### config.mk
export PLATFORM = sky130hd
export DESIGN_NAME = lvcmos_outctl
export DESIGN_NICKNAME = d
export VERILOG_FILES = /design/src/common/outctl_pkg.sv /design/src/hw/lvcmos_outctl.sv
export SDC_FILE = /design/constraint.sdc
export NUM_CORES = 1
export LEC_CHECK = 0
export ABC_AREA = 1
export BUFFER_PORTS_ARGS = -buffer_cell sky130_fd_sc_hd__buf_2
export CAP_MARGIN = 10
export CORE_UTILIZATION = 40
export CTS_BUF_LIST = sky130_fd_sc_hd__clkbuf_16
export DETAILED_ROUTE_END_ITERATION = 10
export GPL_TIMING_DRIVEN = 0
export PLACE_DENSITY = 0.67
export SETUP_SLACK_MARGIN = 0.15
export SYNTH_ARGS = -nofsm -noshare
export SYNTH_HDL_FRONTEND = slang
export SYNTH_SLANG_ARGS = --single-unit
### constraint.sdc
create_clock -name SYS_CLK -period 1.8 [get_ports SYS_CLK]
set_input_delay 0.36 -clock SYS_CLK [delete_from_list [all_inputs] [get_ports SYS_CLK]]
set_output_delay 0.36 -clock SYS_CLK [all_outputs]
set_load 0.01 [all_outputs]
### src/common/outctl_pkg.sv
package outctl_pkg;

  // ==========================================================
  // Geometry
  // ==========================================================
  localparam int unsigned NUM_DRV  = 10;
  localparam int unsigned ADR_W    = 12;
  localparam int unsigned IDX_W    = 9;

  // ==========================================================
  // Register indices (byte address is four times the index)
  // ==========================================================
  localparam logic [IDX_W-1:0] GLOBAL_ALLOW_IDX = 9'h102;
  localparam logic [IDX_W-1:0] STATUS_IDX       = 9'h140;

  localparam logic [NUM_DRV-1:0][IDX_W-1:0] EN_IDX = '{
    0: 9'h108, 1: 9'h10D, 2: 9'h112, 3: 9'h117, 4: 9'h11C,
    5: 9'h121, 6: 9'h126, 7: 9'h12B, 8: 9'h130, 9: 9'h13A};
  localparam logic [NUM_DRV-1:0][IDX_W-1:0] CFG_IDX = '{
    0: 9'h109, 1: 9'h10E, 2: 9'h113, 3: 9'h118, 4: 9'h11D,
    5: 9'h122, 6: 9'h127, 7: 9'h12C, 8: 9'h131, 9: 9'h13B};
  localparam logic [NUM_DRV-1:0][IDX_W-1:0] POL_IDX = '{
    0: 9'h10B, 1: 9'h110, 2: 9'h115, 3: 9'h11A, 4: 9'h11F,
    5: 9'h124, 6: 9'h129, 7: 9'h12E, 8: 9'h133, 9: 9'h138};

  // ==========================================================
  // Field positions
  // ==========================================================
  localparam int unsigned ALLOW_BIT   = 0;
  localparam int unsigned EN_BIT      = 1;
  localparam int unsigned DRV_LSB     = 6;
  localparam int unsigned DIS_LSB     = 4;
  localparam int unsigned SYNC_BIT    = 3;
  localparam int unsigned POL_LSB     = 6;
  localparam int unsigned ST_CAL_BIT  = 10;
  localparam int unsigned ST_LOCK_BIT = 11;
  localparam int unsigned ST_PIN_BIT  = 12;

  // ==========================================================
  // Disabled levels
  // ==========================================================
  localparam logic [1:0] DIS_LOW  = 2'h0;
  localparam logic [1:0] DIS_HIGH = 2'h1;

  // ==========================================================
  // Values after reset
  // ==========================================================
  localparam logic       ALLOW_RST = 1'h0;
  localparam logic       EN_RST    = 1'h0;
  localparam logic [1:0] DRV_RST   = 2'h3;
  localparam logic [1:0] DIS_RST   = 2'h0;
  localparam logic       SYNC_RST  = 1'h1;
  localparam logic [1:0] POL_RST   = 2'h0;

  // Software-held settings of one output driver.
  typedef struct packed {
    logic       per_driver_enable;
    logic [1:0] single_ended_drive_select;
    logic [1:0] disabled_level_select;
    logic       glitchless_disable_enable;
    logic [1:0] pin_polarity_select;
  } drv_cfg_t;

  localparam drv_cfg_t DRV_CFG_RST = '{
    per_driver_enable:         EN_RST,
    single_ended_drive_select: DRV_RST,
    disabled_level_select:     DIS_RST,
    glitchless_disable_enable: SYNC_RST,
    pin_polarity_select:       POL_RST};

  // Disable sources shared by every driver.
  typedef struct packed {
    logic global_output_allow;
    logic calibration_in_progress;
    logic loss_of_lock;
    logic external_enable_pin_n;
  } gate_src_t;

endpackage

### src/hw/lvcmos_outctl.sv
`timescale 1ns/1ps

// How it works
// Any disabling source forces driver to disabled state.
// Global allow low disables all drivers.
// Per-driver enable bit one, zero disables it.
// Two-bit drive select field, codes pick impedance.
// Software should pick code three plus resistor.
// Single-ended driver outputs clock on both pins.
// Polarity field sets true and complement phase.
// Disabled driver holds low, high or mid.
// Glitchless bit delays enable change to period end; the code applies it at any sample where the source clock is low.
// Effective enable is AND of all conditions.
module lvcmos_outctl
  import outctl_pkg::*;
(
  input  wire logic                 SYS_CLK,
  input  wire logic                 RST_N,
  input  wire logic                 CYC_I,
  input  wire logic                 STB_I,
  input  wire logic                 WE_I,
  input  wire logic [ADR_W-1:0]     ADR_I,
  input  wire logic [3:0]           SEL_I,
  input  wire logic [31:0]          DAT_I,
  output logic      [31:0]          DAT_O,
  output logic                      ACK_O,
  input  wire logic                 CALIBRATION_IN_PROGRESS,
  input  wire logic                 LOSS_OF_LOCK,
  input  wire logic                 EXTERNAL_ENABLE_PIN_N,
  input  wire logic [NUM_DRV-1:0]   DRIVER_CLK,
  output logic      [NUM_DRV-1:0]   TRUE_CLOCK_PIN,
  output logic      [NUM_DRV-1:0]   COMPLEMENT_CLOCK_PIN,
  output logic      [NUM_DRV-1:0]   DISABLED_MID,
  output logic      [2*NUM_DRV-1:0] SINGLE_ENDED_DRIVE_SELECT
);

  // ==========================================================
  // Bus decode
  // ==========================================================
  logic             ack_q;
  logic [31:0]      dat_q;
  logic [31:0]      rd_word;
  logic             bus_req;
  logic             wr_take;
  logic             rd_take;
  logic             in_range;
  logic [IDX_W-1:0] idx;

  // A new access is taken only while no answer is pending, so a
  // held request is taken again every second cycle.
  assign bus_req  = CYC_I & STB_I & ~ack_q;
  assign wr_take  = bus_req & WE_I & SEL_I[0];
  assign rd_take  = bus_req & ~WE_I;
  assign in_range = ~ADR_I[ADR_W-1];
  assign idx      = ADR_I[IDX_W+1:2];

  logic hit_allow;
  logic hit_status;

  assign hit_allow  = in_range & (idx == GLOBAL_ALLOW_IDX);
  assign hit_status = in_range & (idx == STATUS_IDX);

  // ==========================================================
  // Shared disable sources
  // ==========================================================
  logic      allow_q;
  logic      allow_d;
  gate_src_t src;
  logic      common_ok;

  assign allow_d = (wr_take & hit_allow) ? DAT_I[ALLOW_BIT] : allow_q;

  always_ff @(posedge SYS_CLK or negedge RST_N) begin
    if (!RST_N) begin
      allow_q <= ALLOW_RST;
    end else begin
      allow_q <= allow_d;
    end
  end

  assign src.global_output_allow     = allow_q;
  assign src.calibration_in_progress = CALIBRATION_IN_PROGRESS;
  assign src.loss_of_lock            = LOSS_OF_LOCK;
  assign src.external_enable_pin_n   = EXTERNAL_ENABLE_PIN_N;

  // Allow high releases the global gate only; the other sources
  // still apply below.
  assign common_ok = src.global_output_allow
                   & ~src.calibration_in_progress
                   & ~src.loss_of_lock
                   & ~src.external_enable_pin_n;

  // ==========================================================
  // Per-driver logic
  // ==========================================================
  drv_cfg_t [NUM_DRV-1:0]   cfg_q;
  logic     [NUM_DRV-1:0]   applied_q;
  logic     [NUM_DRV-1:0]   eff_en;
  logic     [NUM_DRV-1:0][7:0] rd_part;
  logic     [NUM_DRV-1:0]   any_hit;

  genvar g;
  generate
    for (g = 0; g < NUM_DRV; g = g + 1) begin : g_drv
      logic     hit_en;
      logic     hit_cfg;
      logic     hit_pol;
      drv_cfg_t cfg_d;
      logic     applied_d;
      logic     period_edge;
      logic     true_inv;
      logic     comp_inv;
      logic     true_d;
      logic     comp_d;
      logic     dis_level;
      logic     mid_d;
      logic [7:0] en_byte;
      logic [7:0] cfg_byte;
      logic [7:0] pol_byte;

      assign hit_en  = in_range & (idx == EN_IDX[g]);
      assign hit_cfg = in_range & (idx == CFG_IDX[g]);
      assign hit_pol = in_range & (idx == POL_IDX[g]);
      assign any_hit[g] = hit_en | hit_cfg | hit_pol;

      // Write side: each field only moves on a write to its byte.
      assign cfg_d.per_driver_enable = (wr_take & hit_en) ?
          DAT_I[EN_BIT] : cfg_q[g].per_driver_enable;
      assign cfg_d.single_ended_drive_select = (wr_take & hit_cfg) ?
          DAT_I[DRV_LSB +: 2] : cfg_q[g].single_ended_drive_select;
      assign cfg_d.disabled_level_select = (wr_take & hit_cfg) ?
          DAT_I[DIS_LSB +: 2] : cfg_q[g].disabled_level_select;
      assign cfg_d.glitchless_disable_enable = (wr_take & hit_cfg) ?
          DAT_I[SYNC_BIT] : cfg_q[g].glitchless_disable_enable;
      assign cfg_d.pin_polarity_select = (wr_take & hit_pol) ?
          DAT_I[POL_LSB +: 2] : cfg_q[g].pin_polarity_select;

      // Read side: reserved bits come back as zero.
      assign en_byte  = {6'h00, cfg_q[g].per_driver_enable, 1'h0};
      assign cfg_byte = {cfg_q[g].single_ended_drive_select,
                         cfg_q[g].disabled_level_select,
                         cfg_q[g].glitchless_disable_enable, 3'h0};
      assign pol_byte = {cfg_q[g].pin_polarity_select, 6'h00};
      assign rd_part[g] = hit_en  ? en_byte  :
                          hit_cfg ? cfg_byte :
                          hit_pol ? pol_byte : 8'h00;

      // Effective enable: every source must agree.
      assign eff_en[g] = common_ok & cfg_q[g].per_driver_enable;

      // Glitchless mode only lets the gate move while the source
      // clock is low, so a high phase is never cut short and a
      // turn-on always starts with a whole high phase.
      assign period_edge = ~DRIVER_CLK[g];
      assign applied_d = (~cfg_q[g].glitchless_disable_enable
                          | period_edge) ? eff_en[g]
                                         : applied_q[g];

      // Phase map 00 none, 01 complement, 10 both, 11 true.
      assign true_inv = cfg_q[g].pin_polarity_select[1];
      assign comp_inv = cfg_q[g].pin_polarity_select[1]
                      ^ cfg_q[g].pin_polarity_select[0];

      // Held level while disabled; mid has no logic level, so the
      // pins rest low and a separate flag tells the pad to float
      // to its common-mode bias.
      assign dis_level = (cfg_q[g].disabled_level_select == DIS_HIGH);
      assign mid_d     = ~applied_d
                       & cfg_q[g].disabled_level_select[1];

      assign true_d = applied_d ? (DRIVER_CLK[g] ^ true_inv)
                                : (dis_level & ~mid_d);
      assign comp_d = applied_d ? (DRIVER_CLK[g] ^ comp_inv)
                                : (dis_level & ~mid_d);

      always_ff @(posedge SYS_CLK or negedge RST_N) begin
        if (!RST_N) begin
          cfg_q[g] <= DRV_CFG_RST;
        end else begin
          cfg_q[g] <= cfg_d;
        end
      end

      always_ff @(posedge SYS_CLK or negedge RST_N) begin
        if (!RST_N) begin
          applied_q[g]            <= 1'h0;
          TRUE_CLOCK_PIN[g]       <= 1'h0;
          COMPLEMENT_CLOCK_PIN[g] <= 1'h0;
          DISABLED_MID[g]         <= 1'h0;
        end else begin
          applied_q[g]            <= applied_d;
          TRUE_CLOCK_PIN[g]       <= true_d;
          COMPLEMENT_CLOCK_PIN[g] <= comp_d;
          DISABLED_MID[g]         <= mid_d;
        end
      end

      // The drive code goes straight to the pad; it has no effect
      // on the logic levels above.
      always_ff @(posedge SYS_CLK or negedge RST_N) begin
        if (!RST_N) begin
          SINGLE_ENDED_DRIVE_SELECT[2*g +: 2] <= DRV_RST;
        end else begin
          SINGLE_ENDED_DRIVE_SELECT[2*g +: 2] <=
              cfg_d.single_ended_drive_select;
        end
      end
    end
  endgenerate

  // ==========================================================
  // Read data
  // ==========================================================
  logic [7:0]  drv_rd;
  logic [31:0] status_word;

  always_comb begin
    drv_rd = 8'h00;
    for (int i = 0; i < NUM_DRV; i++) begin
      drv_rd = drv_rd | rd_part[i];
    end
  end

  assign status_word = {19'h00000,
                        src.external_enable_pin_n,
                        src.loss_of_lock,
                        src.calibration_in_progress,
                        applied_q};

  // Unmapped addresses read as zero and ignore writes.
  assign rd_word = hit_allow  ? {31'h00000000, allow_q} :
                   hit_status ? status_word :
                   (|any_hit) ? {24'h000000, drv_rd} : 32'h00000000;

  // ==========================================================
  // Bus answer
  // ==========================================================
  // One wait state: ack rises the cycle after the request is
  // taken and falls the next, even if the master keeps the strobe.
  always_ff @(posedge SYS_CLK or negedge RST_N) begin
    if (!RST_N) begin
      ack_q <= 1'h0;
    end else begin
      ack_q <= bus_req;
    end
  end

  always_ff @(posedge SYS_CLK or negedge RST_N) begin
    if (!RST_N) begin
      dat_q <= 32'h00000000;
    end else if (rd_take) begin
      dat_q <= rd_word;
    end
  end

  assign ACK_O = ack_q;
  assign DAT_O = dat_q;

endmodule

==> metrics.cfg <==
[run_status]
outcome=complete, no violations

[logic_synthesis]
synthCells=817
yosysMostFrequentCell=nand2_1
yosysWarnings=0
synth_area_um2=6690
synth_top_area_share=0.393
synth-edff-count=0
synth.top_cells.by_count=235 x nand2_1, 105 x dfrtp_1, 96 x inv_1
synth_top_area_cell=dfrtp_1
synth_seq_cells=135
ys.flop_type=dfrtp_1
ys_top_cells_by_area=dfrtp_1 39%, nand2_1 13%, dfstp_2 12%
avgSynthCellArea_um2=8.19
async_flop_share=1.00
ys_seq_area_frac=0.511
yosys.cell_types.count=32

[timing]
max-slew-margin-rel=0.462
finalSetupViolCount=0
setup_slack_ns=0.200
rsz0062_at_grt=true
slew_viol_final=0
skew_ns=0.00913
holdWs_ns=0.183
max_freq_ghz=0.625
fin_crit_sh=0.889
worst_pin_slew_ns=0.807
hold_violations=0
fin_crit_ns=1.60

[final_layout]
diodes=0
fill_cells=1561
num-nets-final=1026
fin_area_um2=8280
stdcell_count=1189
area_delta_synth_final_pct=23.8
layout-drive-gt1-share=0.258

[floorplan]
row_count=46
chipWidth_um=131
initial_utilization=0.415
die_area_um2=17200
die_h_um=131
io_pins=149
coreArea_um2=16100

[clock_tree]
cts_made_buffers=17
clock-sinks=135
clk_latency_ns=0.43
clockBufferDepth=2
clockRootBuffer=clkbuf_16
clkSlewWorstSetupHoldPaths_ns=0.06
h-tree-depth=4
cts_tree=built

[route]
wl_met2_um=8550
drt_iter0_markers=530
wl_met1_um=8930
vias_per_cell=4.89
wl_met3_um=1220
wire_per_inst_um=16.0
drtPass1Iterations=5
vias=5815
drc=0
postRouteAntennaNets=0
wirelength_um=19000
maxUsedRoutingLayer=met4

[place]
placed_area_um2=7560
hpwl_um=13800
place_congestion=0.949
placed_cells=1150
io_buffers=98
pre_cts_ws_ns=-0.343

[power]
clockPowerShare=0.493
p_comb_frac=0.062
sw_frac_of_total=0.244
pwr-share-seq=0.445
leakagePower_nw=4.18
p_sw_w=0.00169
peakVddDrop_mv=0.681
p_int_w=0.00524
p_per_area_nw_per_um2=837

[critical_path]
path_cells=buf_2 -> inv_1 -> nand2_2 -> nor2_4 -> nand2_4 -> nor2_4 -> nand2_1 -> nand3_1 -> nand2_1 -> nor2_1 -> nand3_1 -> nand2_1 -> nand2_1
r2r_start=ACK_O$_DFF_PN0_
reg2reg_depth=7
cp_max_fo=6
required_ns=2.11
worstSetupPathType=input port to register
cp_common_cell=nand2_1
slowest_stage=nor2_4
cp.arrival_ns=1.91
worstReg2RegEnd=cfg_q[16]$_DFFE_PN0P_
end_kind=register
reg2reg_slack_ns=0.26
critPathLaunchType=input port
critPathLaunch=ADR_I[8]
max_stage_delay_ns=0.19
crit_end=DAT_O[6]$_DFFE_PN0P_

[global_routing]
antenna_found_initial=0
grt.total_usage=0.230
grt_pass1_wl_um=29800
grt_overflow=0
grt_max_degree=75
grt_pass1_vias=5381

[job]
max_cap_violations=0

[worst_hold_path]
worstHoldPathType=input port to register
min_path_cells=3

power groups by stage:
| stage | Combinational (W) | Clock [W] | Sequential, W |
|---|---|---|---|
| finish | 0.000433 | 0.00342 | 0.00308 |
| global route | 0.000479 | 0.00359 | 0.00309 |
| CTS | 0.000421 | 0.00345 | 0.00308 |
| detailed placement | 0.000414 | 0 | 0.00314 |
| global placement | 0.000400 | 0 | 0.00314 |
| floorplan | 0.000186 | 0 | 0.00314 |
repair_timing:
| action | in CTS | in global routing |
|---|---|---|
| endpoints found under the hold margin | 48 | 0 |
| hold buffers | 1 | 0 |
| setup buffers | 2 | 4 |
| setup endpoints to repair | 76 | 45 |
| pin swaps | 1 | 2 |
| resized for setup | 4 | 25 |
worst min path at each step:
stage                               start                     to  slack [ns]
after global placement    ACK_O$_DFF_PN0_        ACK_O$_DFF_PN0_        0.45
final                            DAT_I[0]    allow_q$_DFFE_PN0P_        0.18
after CTS                        DAT_I[0]    allow_q$_DFFE_PN0P_        0.17
after global routing         LOSS_OF_LOCK  DAT_O[11]$_DFFE_PN0P_        0.21
after floorplan                     RST_N        ACK_O$_DFF_PN0_        0.06
after detailed placement            RST_N        ACK_O$_DFF_PN0_        0.38
per-layer routing:
layer | track usage | vias up
li1 | - | 2865
met1 | 0.321 | 2752
met2 | 0.353 | 175
met3 | 0.0467 | 23
met4 | 0.0820 | 0
met5 | 0 | -
cell families (layout without fill, tap and decap cells):
logic type             Yosys count  after routing  share of synthesized area
AND/OR/NAND/NOR                375            375                      0.239
AO/OA/AOI/OAI                  139            139                      0.118
buffers and inverters          147            285                      0.106
XOR/XNOR                        20             20                     0.0262
flip-flops                     135            135                      0.511
other                            1             19                   0.000561
cell type report:
type | instances | area (um2) | area share
inverters | 98 | 368 | 0.0444
plain buffers | 49 | 353 | 0.0426
clock inverters | 15 | 155 | 0.0187
well taps | 216 | 270 | 0.0326
multi-input cells | 553 | 2720 | 0.328
repair buffers | 106 | 579 | 0.0699
flip-flops and latches | 135 | 3420 | 0.412
clock buffers | 17 | 425 | 0.0514
metrics by stage:
step / utilization / power, W / TNS, ns
after global routing: 0.514 / 0.00715 / 0
after floorplan: - / 0.00333 / 0
after detailed placement: 0.469 / 0.00355 / -6.95
after global placement: 0.466 / 0.00354 / -200.57
final: 0.514 / 0.00693 / 0
after CTS: 0.507 / 0.00696 / 0
worst max-delay path: cells and delay by family:
kind	cells	cell delay, ns
simple gates	11	1.30
buf+inv	2	0.24
flip-flops by register name, summed over array words and instances, names as in the netlist:
| signal | cells |
|---|---|
| cfg_q | 60 |
| SINGLE_ENDED_DRIVE_SELECT | 20 |
| DAT_O | 13 |
| COMPLEMENT_CLOCK_PIN | 10 |
| DISABLED_MID | 10 |
| TRUE_CLOCK_PIN | 10 |
| applied_q | 10 |
| ACK_O | 1 |
| allow_q | 1 |
placed cells by master, fill, tap and decap left out, types with 4 or more instances in the layout:
cell,count
a22o_1,6
clkinv_4,4
nand4_1,10
a22oi_1,7
clkbuf_16,17
o21ai_0,95
dfstp_2,30
nor2_4,12
nand2_2,13
nand2_1,228
nor2_2,11
inv_1,96
nor2_1,47
xor2_1,11
conb_1,19
a21oi_1,16
buf_4,47
dfrtp_1,105
a32oi_1,10
xnor2_1,9
clkbuf_1,5
nand3_1,46
buf_2,97
clkinv_2,4
No activity file was read; power rests on OpenSTA's default activity.
